## src/qssf_pkg.sv

```systemverilog
// qssf_pkg: shared types and constants for the quad supply sequencer
// assumes one 20 MHz clock domain; timers and comparators sit outside
package qssf_pkg;

   // one bit per rail, a first in the power-up order
   typedef struct packed {
      logic d;
      logic c;
      logic b;
      logic a;
   } qssf_rail_s;

   // direction-control inputs from the host or an upstream sequencer
   typedef struct packed {
      logic up_req;
      logic down_req;
      logic up_down;
   } qssf_dir_s;

   // sequencer states
   typedef enum logic [2:0] {
      QSSF_IDLE     = 3'h0,
      QSSF_UP_DELAY = 3'h1,
      QSSF_UP_BLANK = 3'h2,
      QSSF_DONE     = 3'h3,
      QSSF_DN_DELAY = 3'h4,
      QSSF_FAULT    = 3'h5
   } qssf_state_e;

   typedef logic [1:0] qssf_ch_t;

   localparam qssf_ch_t QSSF_CH_FIRST = 2'h0;
   localparam qssf_ch_t QSSF_CH_LAST = 2'h3;
   localparam qssf_ch_t QSSF_CH_STEP = 2'h1;
   localparam logic [3:0] QSSF_EN_OFF = 4'h0;
   localparam logic [3:0] QSSF_EN_ALL = 4'hf;
   localparam logic [3:0] QSSF_ONE = 4'h1;
   localparam qssf_dir_s QSSF_DIR_RST = 3'h0;

endpackage : qssf_pkg

```

## src/qssf_sequencer.sv

```systemverilog
// qssf_sequencer: four-rail up/down supply sequencer with fault handling
// assumes all inputs are synchronous to clk_sys; the delay and blanking
// timers are external, restarted by one-cycle pulses from this block
`timescale 1ns/1ns

module qssf_sequencer (
   // clock and reset
   input wire logic clk_sys,
   input wire logic rst_n,
   // direction control
   input wire qssf_pkg::qssf_dir_s dir_ctrl,
   // rail monitors, high when above threshold
   input wire qssf_pkg::qssf_rail_s rail_monitor,
   // external timers
   input wire logic delay_expired,
   input wire logic blank_expired,
   output logic delay_restart,
   output logic blank_restart,
   // supply enables and status
   output qssf_pkg::qssf_rail_s supply_enable,
   output logic all_rails_good,
   output logic sequence_complete_out,
   // shared open-drain fault line
   input wire logic fault_line_in,
   output logic fault_line_out,
   output logic fault_line_oe_n
);
   import qssf_pkg::*;

   qssf_state_e state;
   qssf_state_e next_state;
   qssf_ch_t ch;
   qssf_ch_t next_ch;
   qssf_dir_s dir_prev;
   logic [3:0] enable_q;
   logic [3:0] next_enable;
   logic next_sequence_complete_out;
   logic next_delay_restart;
   logic next_blank_restart;

   // edge detection on the direction inputs
   wire logic up_event;
   wire logic down_event;
   assign up_event = (dir_ctrl.up_req & ~dir_prev.up_req) | (dir_ctrl.up_down & ~dir_prev.up_down);
   assign down_event = (~dir_ctrl.down_req & dir_prev.down_req) | (~dir_ctrl.up_down & dir_prev.up_down);

   // decoding of rails, channel and timers
   wire logic [3:0] rails;
   wire logic [3:0] ch_onehot;
   wire logic rail_ok_cur;
   wire logic delay_done;
   wire logic blank_done;
   assign rails = rail_monitor;
   assign ch_onehot = QSSF_ONE << ch;
   assign rail_ok_cur = |(rails & ch_onehot);
   assign delay_done = delay_expired & ~delay_restart;
   assign blank_done = blank_expired & ~blank_restart;

   // rails that must already be good in the present state
   wire logic up_phase;
   wire logic [3:0] uv_mask;
   assign up_phase = (state == QSSF_UP_DELAY) | (state == QSSF_UP_BLANK);
   assign uv_mask = (state == QSSF_UP_BLANK) ? (enable_q & ~ch_onehot) :
                    (up_phase | (state == QSSF_DONE) | (state == QSSF_DN_DELAY)) ? enable_q : QSSF_EN_OFF;

   // fault sources
   wire logic uv_fault;
   wire logic blank_fault;
   wire logic dir_fault;
   wire logic ext_fault;
   wire logic fault_any;
   assign uv_fault = |(uv_mask & ~rails);
   assign blank_fault = (state == QSSF_UP_BLANK) & ~rail_ok_cur & blank_done;
   assign dir_fault = (up_phase & down_event) | ((state == QSSF_DN_DELAY) & up_event);
   assign ext_fault = ~fault_line_in & fault_line_oe_n;
   assign fault_any = (state != QSSF_FAULT) & (uv_fault | blank_fault | dir_fault | ext_fault);

   // next-state logic
   always_comb begin
      next_state = state;
      next_ch = ch;
      next_enable = enable_q;
      next_sequence_complete_out = sequence_complete_out;
      next_delay_restart = 1'b0;
      next_blank_restart = 1'b0;
      if (fault_any) begin
         next_state = QSSF_FAULT;
         next_enable = QSSF_EN_OFF;
         next_sequence_complete_out = 1'b0;
      end else begin
         unique case (state)
            QSSF_IDLE: begin
               if (up_event) begin
                  next_state = QSSF_UP_DELAY;
                  next_ch = QSSF_CH_FIRST;
                  next_delay_restart = 1'b1;
               end
            end
            QSSF_UP_DELAY: begin
               if (delay_done) begin
                  next_enable = enable_q | ch_onehot;
                  next_state = QSSF_UP_BLANK;
                  next_blank_restart = 1'b1;
               end
            end
            QSSF_UP_BLANK: begin
               if (rail_ok_cur) begin
                  if (ch == QSSF_CH_LAST) begin
                     next_state = QSSF_DONE;
                     next_sequence_complete_out = 1'b1;
                  end else begin
                     next_ch = ch + QSSF_CH_STEP;
                     next_state = QSSF_UP_DELAY;
                     next_delay_restart = 1'b1;
                  end
               end
            end
            QSSF_DONE: begin
               if (down_event) begin
                  next_state = QSSF_DN_DELAY;
                  next_ch = QSSF_CH_LAST;
                  next_delay_restart = 1'b1;
               end
            end
            QSSF_DN_DELAY: begin
               if (delay_done) begin
                  next_enable = enable_q & ~ch_onehot;
                  if (ch == QSSF_CH_FIRST) begin
                     next_state = QSSF_IDLE;
                     next_sequence_complete_out = 1'b0;
                  end else begin
                     next_ch = ch - QSSF_CH_STEP;
                     next_delay_restart = 1'b1;
                  end
               end
            end
            QSSF_FAULT: begin
               if (fault_line_oe_n & fault_line_in) begin
                  next_state = QSSF_IDLE;
               end
            end
            default: begin
               next_state = QSSF_FAULT;
               next_enable = QSSF_EN_OFF;
            end
         endcase
      end
   end

   // state, channel and enable registers
   always_ff @(posedge clk_sys or negedge rst_n) begin
      if (!rst_n) begin
         state <= QSSF_IDLE;
         ch <= QSSF_CH_FIRST;
         enable_q <= QSSF_EN_OFF;
         sequence_complete_out <= 1'b0;
      end else begin
         state <= next_state;
         ch <= next_ch;
         enable_q <= next_enable;
         sequence_complete_out <= next_sequence_complete_out;
      end
   end

   // timer restarts, edge history, power good and fault line drive
   always_ff @(posedge clk_sys or negedge rst_n) begin
      if (!rst_n) begin
         delay_restart <= 1'b0;
         blank_restart <= 1'b0;
         dir_prev <= QSSF_DIR_RST;
         all_rails_good <= 1'b0;
         fault_line_oe_n <= 1'b1;
      end else begin
         delay_restart <= next_delay_restart;
         blank_restart <= next_blank_restart;
         dir_prev <= dir_ctrl;
         all_rails_good <= &rails;
         fault_line_oe_n <= ~(fault_any & ~ext_fault);
      end
   end

   // the shared line is only ever pulled low
   always_ff @(posedge clk_sys or negedge rst_n) begin
      if (!rst_n) begin
         fault_line_out <= 1'b0;
      end else begin
         fault_line_out <= 1'b0;
      end
   end

   assign supply_enable = enable_q;
endmodule : qssf_sequencer

```

## config.mk

```make
export PLATFORM = sky130hd
export DESIGN_NAME = qssf_sequencer
export DESIGN_NICKNAME = d
export VERILOG_FILES = /design/src/qssf_pkg.sv /design/src/qssf_sequencer.sv
export SDC_FILE = /design/constraint.sdc
export NUM_CORES = 1
export LEC_CHECK = 0
export ABC_AREA = 1
export BUFFER_PORTS_ARGS = -buffer_cell sky130_fd_sc_hd__clkbuf_2
export CAP_MARGIN = 25
export CORE_MARGIN = 2
export CORE_UTILIZATION = 55
export DETAILED_ROUTE_END_ITERATION = 10
export GPL_ROUTABILITY_DRIVEN = 0
export PLACE_DENSITY = 0.79
export SLEW_MARGIN = 30
export SYNTH_ARGS = -nofsm -noshare
export SYNTH_HDL_FRONTEND = slang
export SYNTH_SLANG_ARGS = --single-unit
```

## constraint.sdc

```tcl
create_clock -name clk_sys -period 2.35 [get_ports clk_sys]
set_input_delay 0.1175 -clock clk_sys [delete_from_list [all_inputs] [get_ports clk_sys]]
set_output_delay 0.1175 -clock clk_sys [all_outputs]
set_load 0.01 [all_outputs]
```

==> results of run 1 <==
[where the power goes]
group,switching (uW),internal [uW]
clock network,99.6,63.6
logic,597,297
registers,108,375
total,805,736
[timing repair]
item | CTS | global route
hold buffers | 4 | 0
setup endpoints to repair | 0 | 0
hold endpoints to repair | 19 | 0
[stage by stage]
step	util	cell area, sq um	std cells	power (uW)
floorplan	-	1180	180	1190
global placement	0.639	1280	222	1340
detailed placement	0.639	1280	222	1360
CTS	0.673	1350	230	1530
global route	0.673	1350	230	1680
finish	0.673	1350	230	1540
[flip-flops by register name, summed over array words and instances, names as in the netlist, 2 cells and up]
register,count
supply_enable,4
dir_prev,3
state,3
ch,2
[tightest hold or removal path, cell delays in order]
cell	delay, ns
clkbuf_2	0.10
nand2_1	0.06
nor3_1	0.04
[worst paths after layout]
path,endpoint,slack [ns],depth (start not counted)
max reg2reg,ch[1]$_DFFE_PN0P_,0.42,13
min reg2reg,fault_line_oe_n$_DFF_PN1_,0.52,2
min in group asynchronous,dir_prev[0]$_DFF_PN0_,0.26,2
min,all_rails_good$_DFF_PN0_,0.05,3
max in group asynchronous,fault_line_oe_n$_DFF_PN1_,1.76,2
max,ch[1]$_DFFE_PN0P_,0.42,13
[metal layers]
layer,track usage,up-vias
li1,-,609
met1,0.311,534
met2,0.366,46
met3,0.0387,5
met4,0.0631,0
met5,0,-
[layout by cell type (no fill, tap or decap)]
master / n
dlygate4sd3_1: 4
nor3_2: 4
dfstp_2: 1
inv_2: 6
clkbuf_2: 20
nand3_1: 13
a21oi_1: 8
and3_1: 1
o21ai_2: 1
nor2_1: 12
nand3_2: 1
o21ai_0: 9
nand2_1: 56
nand3b_1: 1
inv_4: 1
clkbuf_4: 3
clkinv_1: 1
nor2_2: 7
nand4_1: 2
nand2_2: 2
dfrtp_1: 16
conb_1: 1
o21ai_1: 3
inv_1: 22
clkinv_2: 1
o211ai_1: 1
nor3_1: 6
[cell families (layout without fill, tap and decap cells)]
family / after synthesis / after routing
AOI/OAI and AO/OA: 22 / 22
buffers and inverters: 35 / 58
DFF: 17 / 17
other: 1 / 1
and+or+nand+nor: 105 / 105
[area by class of cell]
class,instances,area [sq um],share of cell area
Sequential cell,17,427,0.317
Inverter,30,115,0.0855
Timing Repair Buffer,24,140,0.104
Multi-Input combinational cell,128,603,0.448
Clock buffer,3,22.5,0.0167
Tap cell,27,33.8,0.0251
Clock inverter,1,5.00,0.00372
==> run metrics, run 1 <==
status completed; I/O pin count 22; number of buffers on the longest clock path 2; CP Data Arrival Time 2.13 ns; most frequent cell after synthesis nand2_1; CP Launch Point ch[1]$_DFFE_PN0P_; largest area contributor in the netlist dfrtp_1; # DRC 0; Layout Skew 0.00208 ns; Post-CTS Setup Bufs 0; global-route usage over all layers 0.226; share of post-route cells with drive strength above 1 0.232; Post-layout nets 216; hold_ws 0.0471 ns; area growth from synthesis to layout 13.7%; CP endpoint kind register; DRT met1 WL 1260 um; origin of the critical flop-to-flop path ch[1]$_DFFE_PN0P_; Crit Path Max Fanout 11; Num CTS Buffers 3; synth top area cells dfrtp_1 34%, nand2_1 18%, inv_1 7.0%; DR vias/cell 5.19; gr ovfl total 0; fin crit share 0.821; Pleak between 0.0007 and 0.0008 uW; WS Path Type reg2reg; Core Region approximately 2000 sq um; Top cell by count, worst path nand2_1; H-Tree Depth 1; Synth Flop Type dfrtp_1; Rows 16; crit start category register; drt pass-1 iters 4; complex-gate fraction of the synthesized area 0.0983; Detailed Route WL 2700 um; n_diodes 0; Final Worst Setup Slack about 0.42 ns; Clock Tree Root clkbuf_4; Yosys reg bits 17; Fin. Hold Viols 0; min cycle time layout 1.93 ns; die area 2540 sq um; final setup violating endpoints 0; CP max stage cell dfrtp_1; Synth top area share 0.338; Worst-path clk slew about 0.10 ns; hpwl dp 2080 um; Initial Util 0.591; asr flop ratio synth 1.00; Buffers on Ports 20; Netlist cell types 26; Synth Instances 180; clock sinks 17; hold path start rail_monitor[2]; clock latency on the worst-skew pair about 0.30 ns; Chip Height 50.4 um; min-delay worst type in2reg; initial antenna violation count 0; Synth Area per Inst 6.58 sq um; Antenna Nets Post-Route 0; CTS tree done; fmax 518 MHz; Crit path max-delay family simple AND/OR/NAND/NOR gates; via count 1194; PostCTS Resize Cnt 0; Fin Setup TNS 0 ns; Synth Area in Adders 0; routed length on met3 165 um; Max Transition Viols Final 0; synthesized area 1180 sq um; first-pass GRT wire length ~4500 um; WL met2 1250 um; unrepaired setup endpoints after global routing no; largest family of logic cells by synthesized area simple AND/OR/NAND/NOR gates; Fillers 190; largest net degree at the start of global routing 18; Post-synth top cells 56 x nand2_1, 22 x inv_1, 16 x dfrtp_1, 13 x nand3_1, 12 x nor2_1; Die X-Extent 50.4 um; required time worst endpoint 2.55 ns; Peak VDD IR 0.745 mV; Worst Path Buf+Inv 2; Syn Nets ~190; routed len/inst 11.7 um; EDFF count, synth 0; Max-Cap Viols 0; Syn. warnings 0; CP Cell Sequence inv_2 > nor2_2 > nand3_1 > nand2_1 > nand2_1 > clkinv_1 > nand2_1 > nand2_1 > nand2_2 > nand2_2 > nand2_1 > nand2_1 > o21ai_1; violation count after the first detailed-route iteration 48; max layer used met4; PwrDens ~1100 nW/um^2; Place WS 0.490 ns; post-synthesis simple-gate area fraction 0.408; Post-Synth XOR/XNOR Area 0; post-synthesis mux area share 0; sequential fraction of the synthesis area 0.360; max incr delay on CP roughly 0.54 ns; number of global-route vias before repair roughly 1000
(Power assumes the default switching activity.)
==> run 2: changes to the inputs <==
- CORE_UTILIZATION: 55 -> 49
- PLACE_DENSITY: 0.79 -> 0.75
- clock period: 2.35 -> 1.7 ns (I/O delays scaled with it)
==> run metrics, run 2 (synthesis gave the netlist of run 1 again) <==
hold path start fault_line_in; CP Launch Point state[0]$_DFFE_PN0P_; Core Region 2250 sq um (+13%); max incr delay on CP 0.46 ns (-0.08 ns); violation count after the first detailed-route iteration 89 (+85%); via count 1414 (+18%); Top cell by count, worst path nand2_2; required time worst endpoint 1.90 ns (-0.65 ns); Final Worst Setup Slack -0.0509 ns (-0.471 ns); gr ovfl total 0 (unchanged); Rows 17 (+1); DR vias/cell 5.44 (+4.8%); Worst Path Buf+Inv 2 (unchanged); I/O pin count 22 (unchanged); Fin. Hold Viols 0 (unchanged); unrepaired setup endpoints after global routing yes; clock sinks 17 (unchanged); H-Tree Depth 1 (unchanged); fin cells 260 (+13%); placed instance count 243 (+9.5%); hpwl dp 2380 um (+15%); Pleak 0.000938 uW (+22%); Hold Path Sink fault_line_oe_n$_DFF_PN1_; commonest non-fill, non-tap cell in the layout nand2_1; Chip Height 53.2 um (+5.5%); number of global-route vias before repair 1277 (+22%); DP Area 1440 sq um (+13%); post-route cell area 1760 sq um (+31%); routed len/inst 15.2 um (+29%); crit start category register; first-pass GRT wire length 5410 um (+22%); Detailed Route WL 3950 um (+46%); status finished with violations; Max Transition Viols Final 0 (unchanged); clock latency on the worst-skew pair 0.30 ns (about the same); Crit path max-delay family simple AND/OR/NAND/NOR gates; max FFs per register 4 (unchanged); Max-Cap Viols 0 (unchanged); initial antenna violation count 0 (unchanged); Buffers on Ports 20 (unchanged); CTS tree done; violated checks negative setup slack; origin of the critical flop-to-flop path state[0]$_DFFE_PN0P_; most frequent cells in the layout 44 x nand2_1, 24 x buf_4, 21 x inv_1, 20 x clkbuf_2; Post-layout nets 245 (+13%); fmax 571 MHz (+10%); PwrDens 1820 nW/um^2 (+59%); Worst-path clk slew 0.11 ns (about the same); WS Path Type reg2reg; Die X-Extent 53.2 um (+5.5%); n_diodes 0 (unchanged); Fillers 143 (-25%); Peak VDD IR 1.71 mV (+130%); global-route usage over all layers 0.268 (+0.0419); sequential standard cell area 433 sq um (+1.5%); largest net degree at the start of global routing 18 (unchanged); Antenna Nets Post-Route 0 (unchanged); drt pass-1 iters 5 (+1); Clock Tree Root clkbuf_4; Cells on Worst Hold Path 4 (+1); fin crit share 1.03 (+0.209); min-delay worst type in2reg; Worst R2R End sequence_complete_out$_DFFE_PN0P_; CP Cell Sequence nor2_4 > nand2_2 > inv_4 > nor2_2 > o21ai_0 > nand2_2 > nand2_4 > nand2_8 > buf_12 > o211ai_1 > nand2_1; CP max stage cell dfrtp_2; die area 2820 sq um (+11%); Num CTS Buffers 3 (unchanged); # DRC 0 (unchanged); CP Data Arrival Time 1.95 ns (-0.18 ns); Crit Path Max Fanout 6 (-5); share of post-route cells with drive strength above 1 0.435 (+0.204); internal reg-to-reg setup slack -0.05 ns (-0.47 ns); number of buffers on the longest clock path 2 (unchanged); Initial Util 0.525 (-0.0663); CP endpoint kind register; Layout Skew 0.00419 ns (+0.00211 ns); R2R depth 11 (-2); area growth from synthesis to layout 49.0%; final setup violating endpoints 8 (+8); multi-input logic area 752 sq um (+25%); min cycle time layout 1.75 ns (-0.179 ns)
==> run 2: changes by cell type in the layout (fill, tap and decap cells not counted), moves of 6 or more <==
cell	before	now
buf_4	0	24
nand2_1	56	44
nand2_2	2	11
nor2_4	0	6
==> run 2: layout make-up <==
type	count	area share
sequential	17	0.245
tap	28	0.0199
clock buffer	4	0.0149
inverter	30	0.0709
timing repair buffer	53	0.223
multi-input combinational	128	0.426
==> run 2: what timing repair did <==
action	CTS	global route
pin swaps	0	12
endpoints found under the setup margin	11	12
endpoints found under the hold margin	20	0
buffers inserted	1	7
resized for setup	7	44
hold buffers	5	0
==> run 2: how the worst max path moves through the flow <==
stage / end / slack [ns] / cells after the start
3_3_place_gp: state[2]$_DFFE_PN0P_ / -0.01 / 11
3_5_place_dp: ch[0]$_DFFE_PN0P_ / -0.04 / 12
4_1_cts: ch[0]$_DFFE_PN0P_ / 0.006 / 13
6_report: sequence_complete_out$_DFFE_PN0P_ / -0.05 / 11
2_1_floorplan: state[0]$_DFFE_PN0P_ / 0.21 / 13
5_1_grt: state[2]$_DFFE_PN0P_ / -0.11 / 13
==> run 2: routing by layer <==
layer | track usage | part of all wire | up-vias
met5 | 0 | 0 | -
met4 | 0.171 | 0.041 | 0
met3 | 0.0537 | 0.095 | 23
met2 | 0.417 | 0.47 | 86
met1 | 0.336 | 0.40 | 637
li1 | - | - | 668
==> run 2: worst reg2reg max path, stage by stage, from the launching register on <==
cell and delay (ns):
dfrtp_2 0.46, nor2_4 0.21, nand2_2 0.11, inv_4 0.09
nor2_2 0.04, o21ai_0 0.11, nand2_2 0.13, nand2_4 0.12
nand2_8 0.08, buf_12 0.15, o211ai_1 0.07, nand2_1 0.07
==> run 2: power by group <==
part / leakage, uW / total [uW] / internal [uW] / switching (uW)
sequential: 0.000212 / 692 / 529 / 163
clock: 0.0000150 / 235 / 91.6 / 143
combinational: 0.000711 / 2280 / 963 / 1320
total: 0.000938 / 3210 / 1580 / 1620
==> run 2: through the flow <==
stage | total power [uW] | utilization | worst slack (ns) | setup TNS [ns] | hold WS (ns)
after floorplan | 1650 | - | 0.212 | 0 | -0.211
after global placement | 2210 | 0.640 | -0.0102 | -0.0556 | 0.0445
after detailed placement | 2250 | 0.640 | -0.0434 | -0.327 | 0.0497
after CTS | 2550 | 0.685 | 0.00612 | 0 | 0.0101
after global routing | 3390 | 0.782 | -0.105 | -1.07 | 0.0227
final | 3210 | 0.782 | -0.0509 | -0.295 | 0.0168
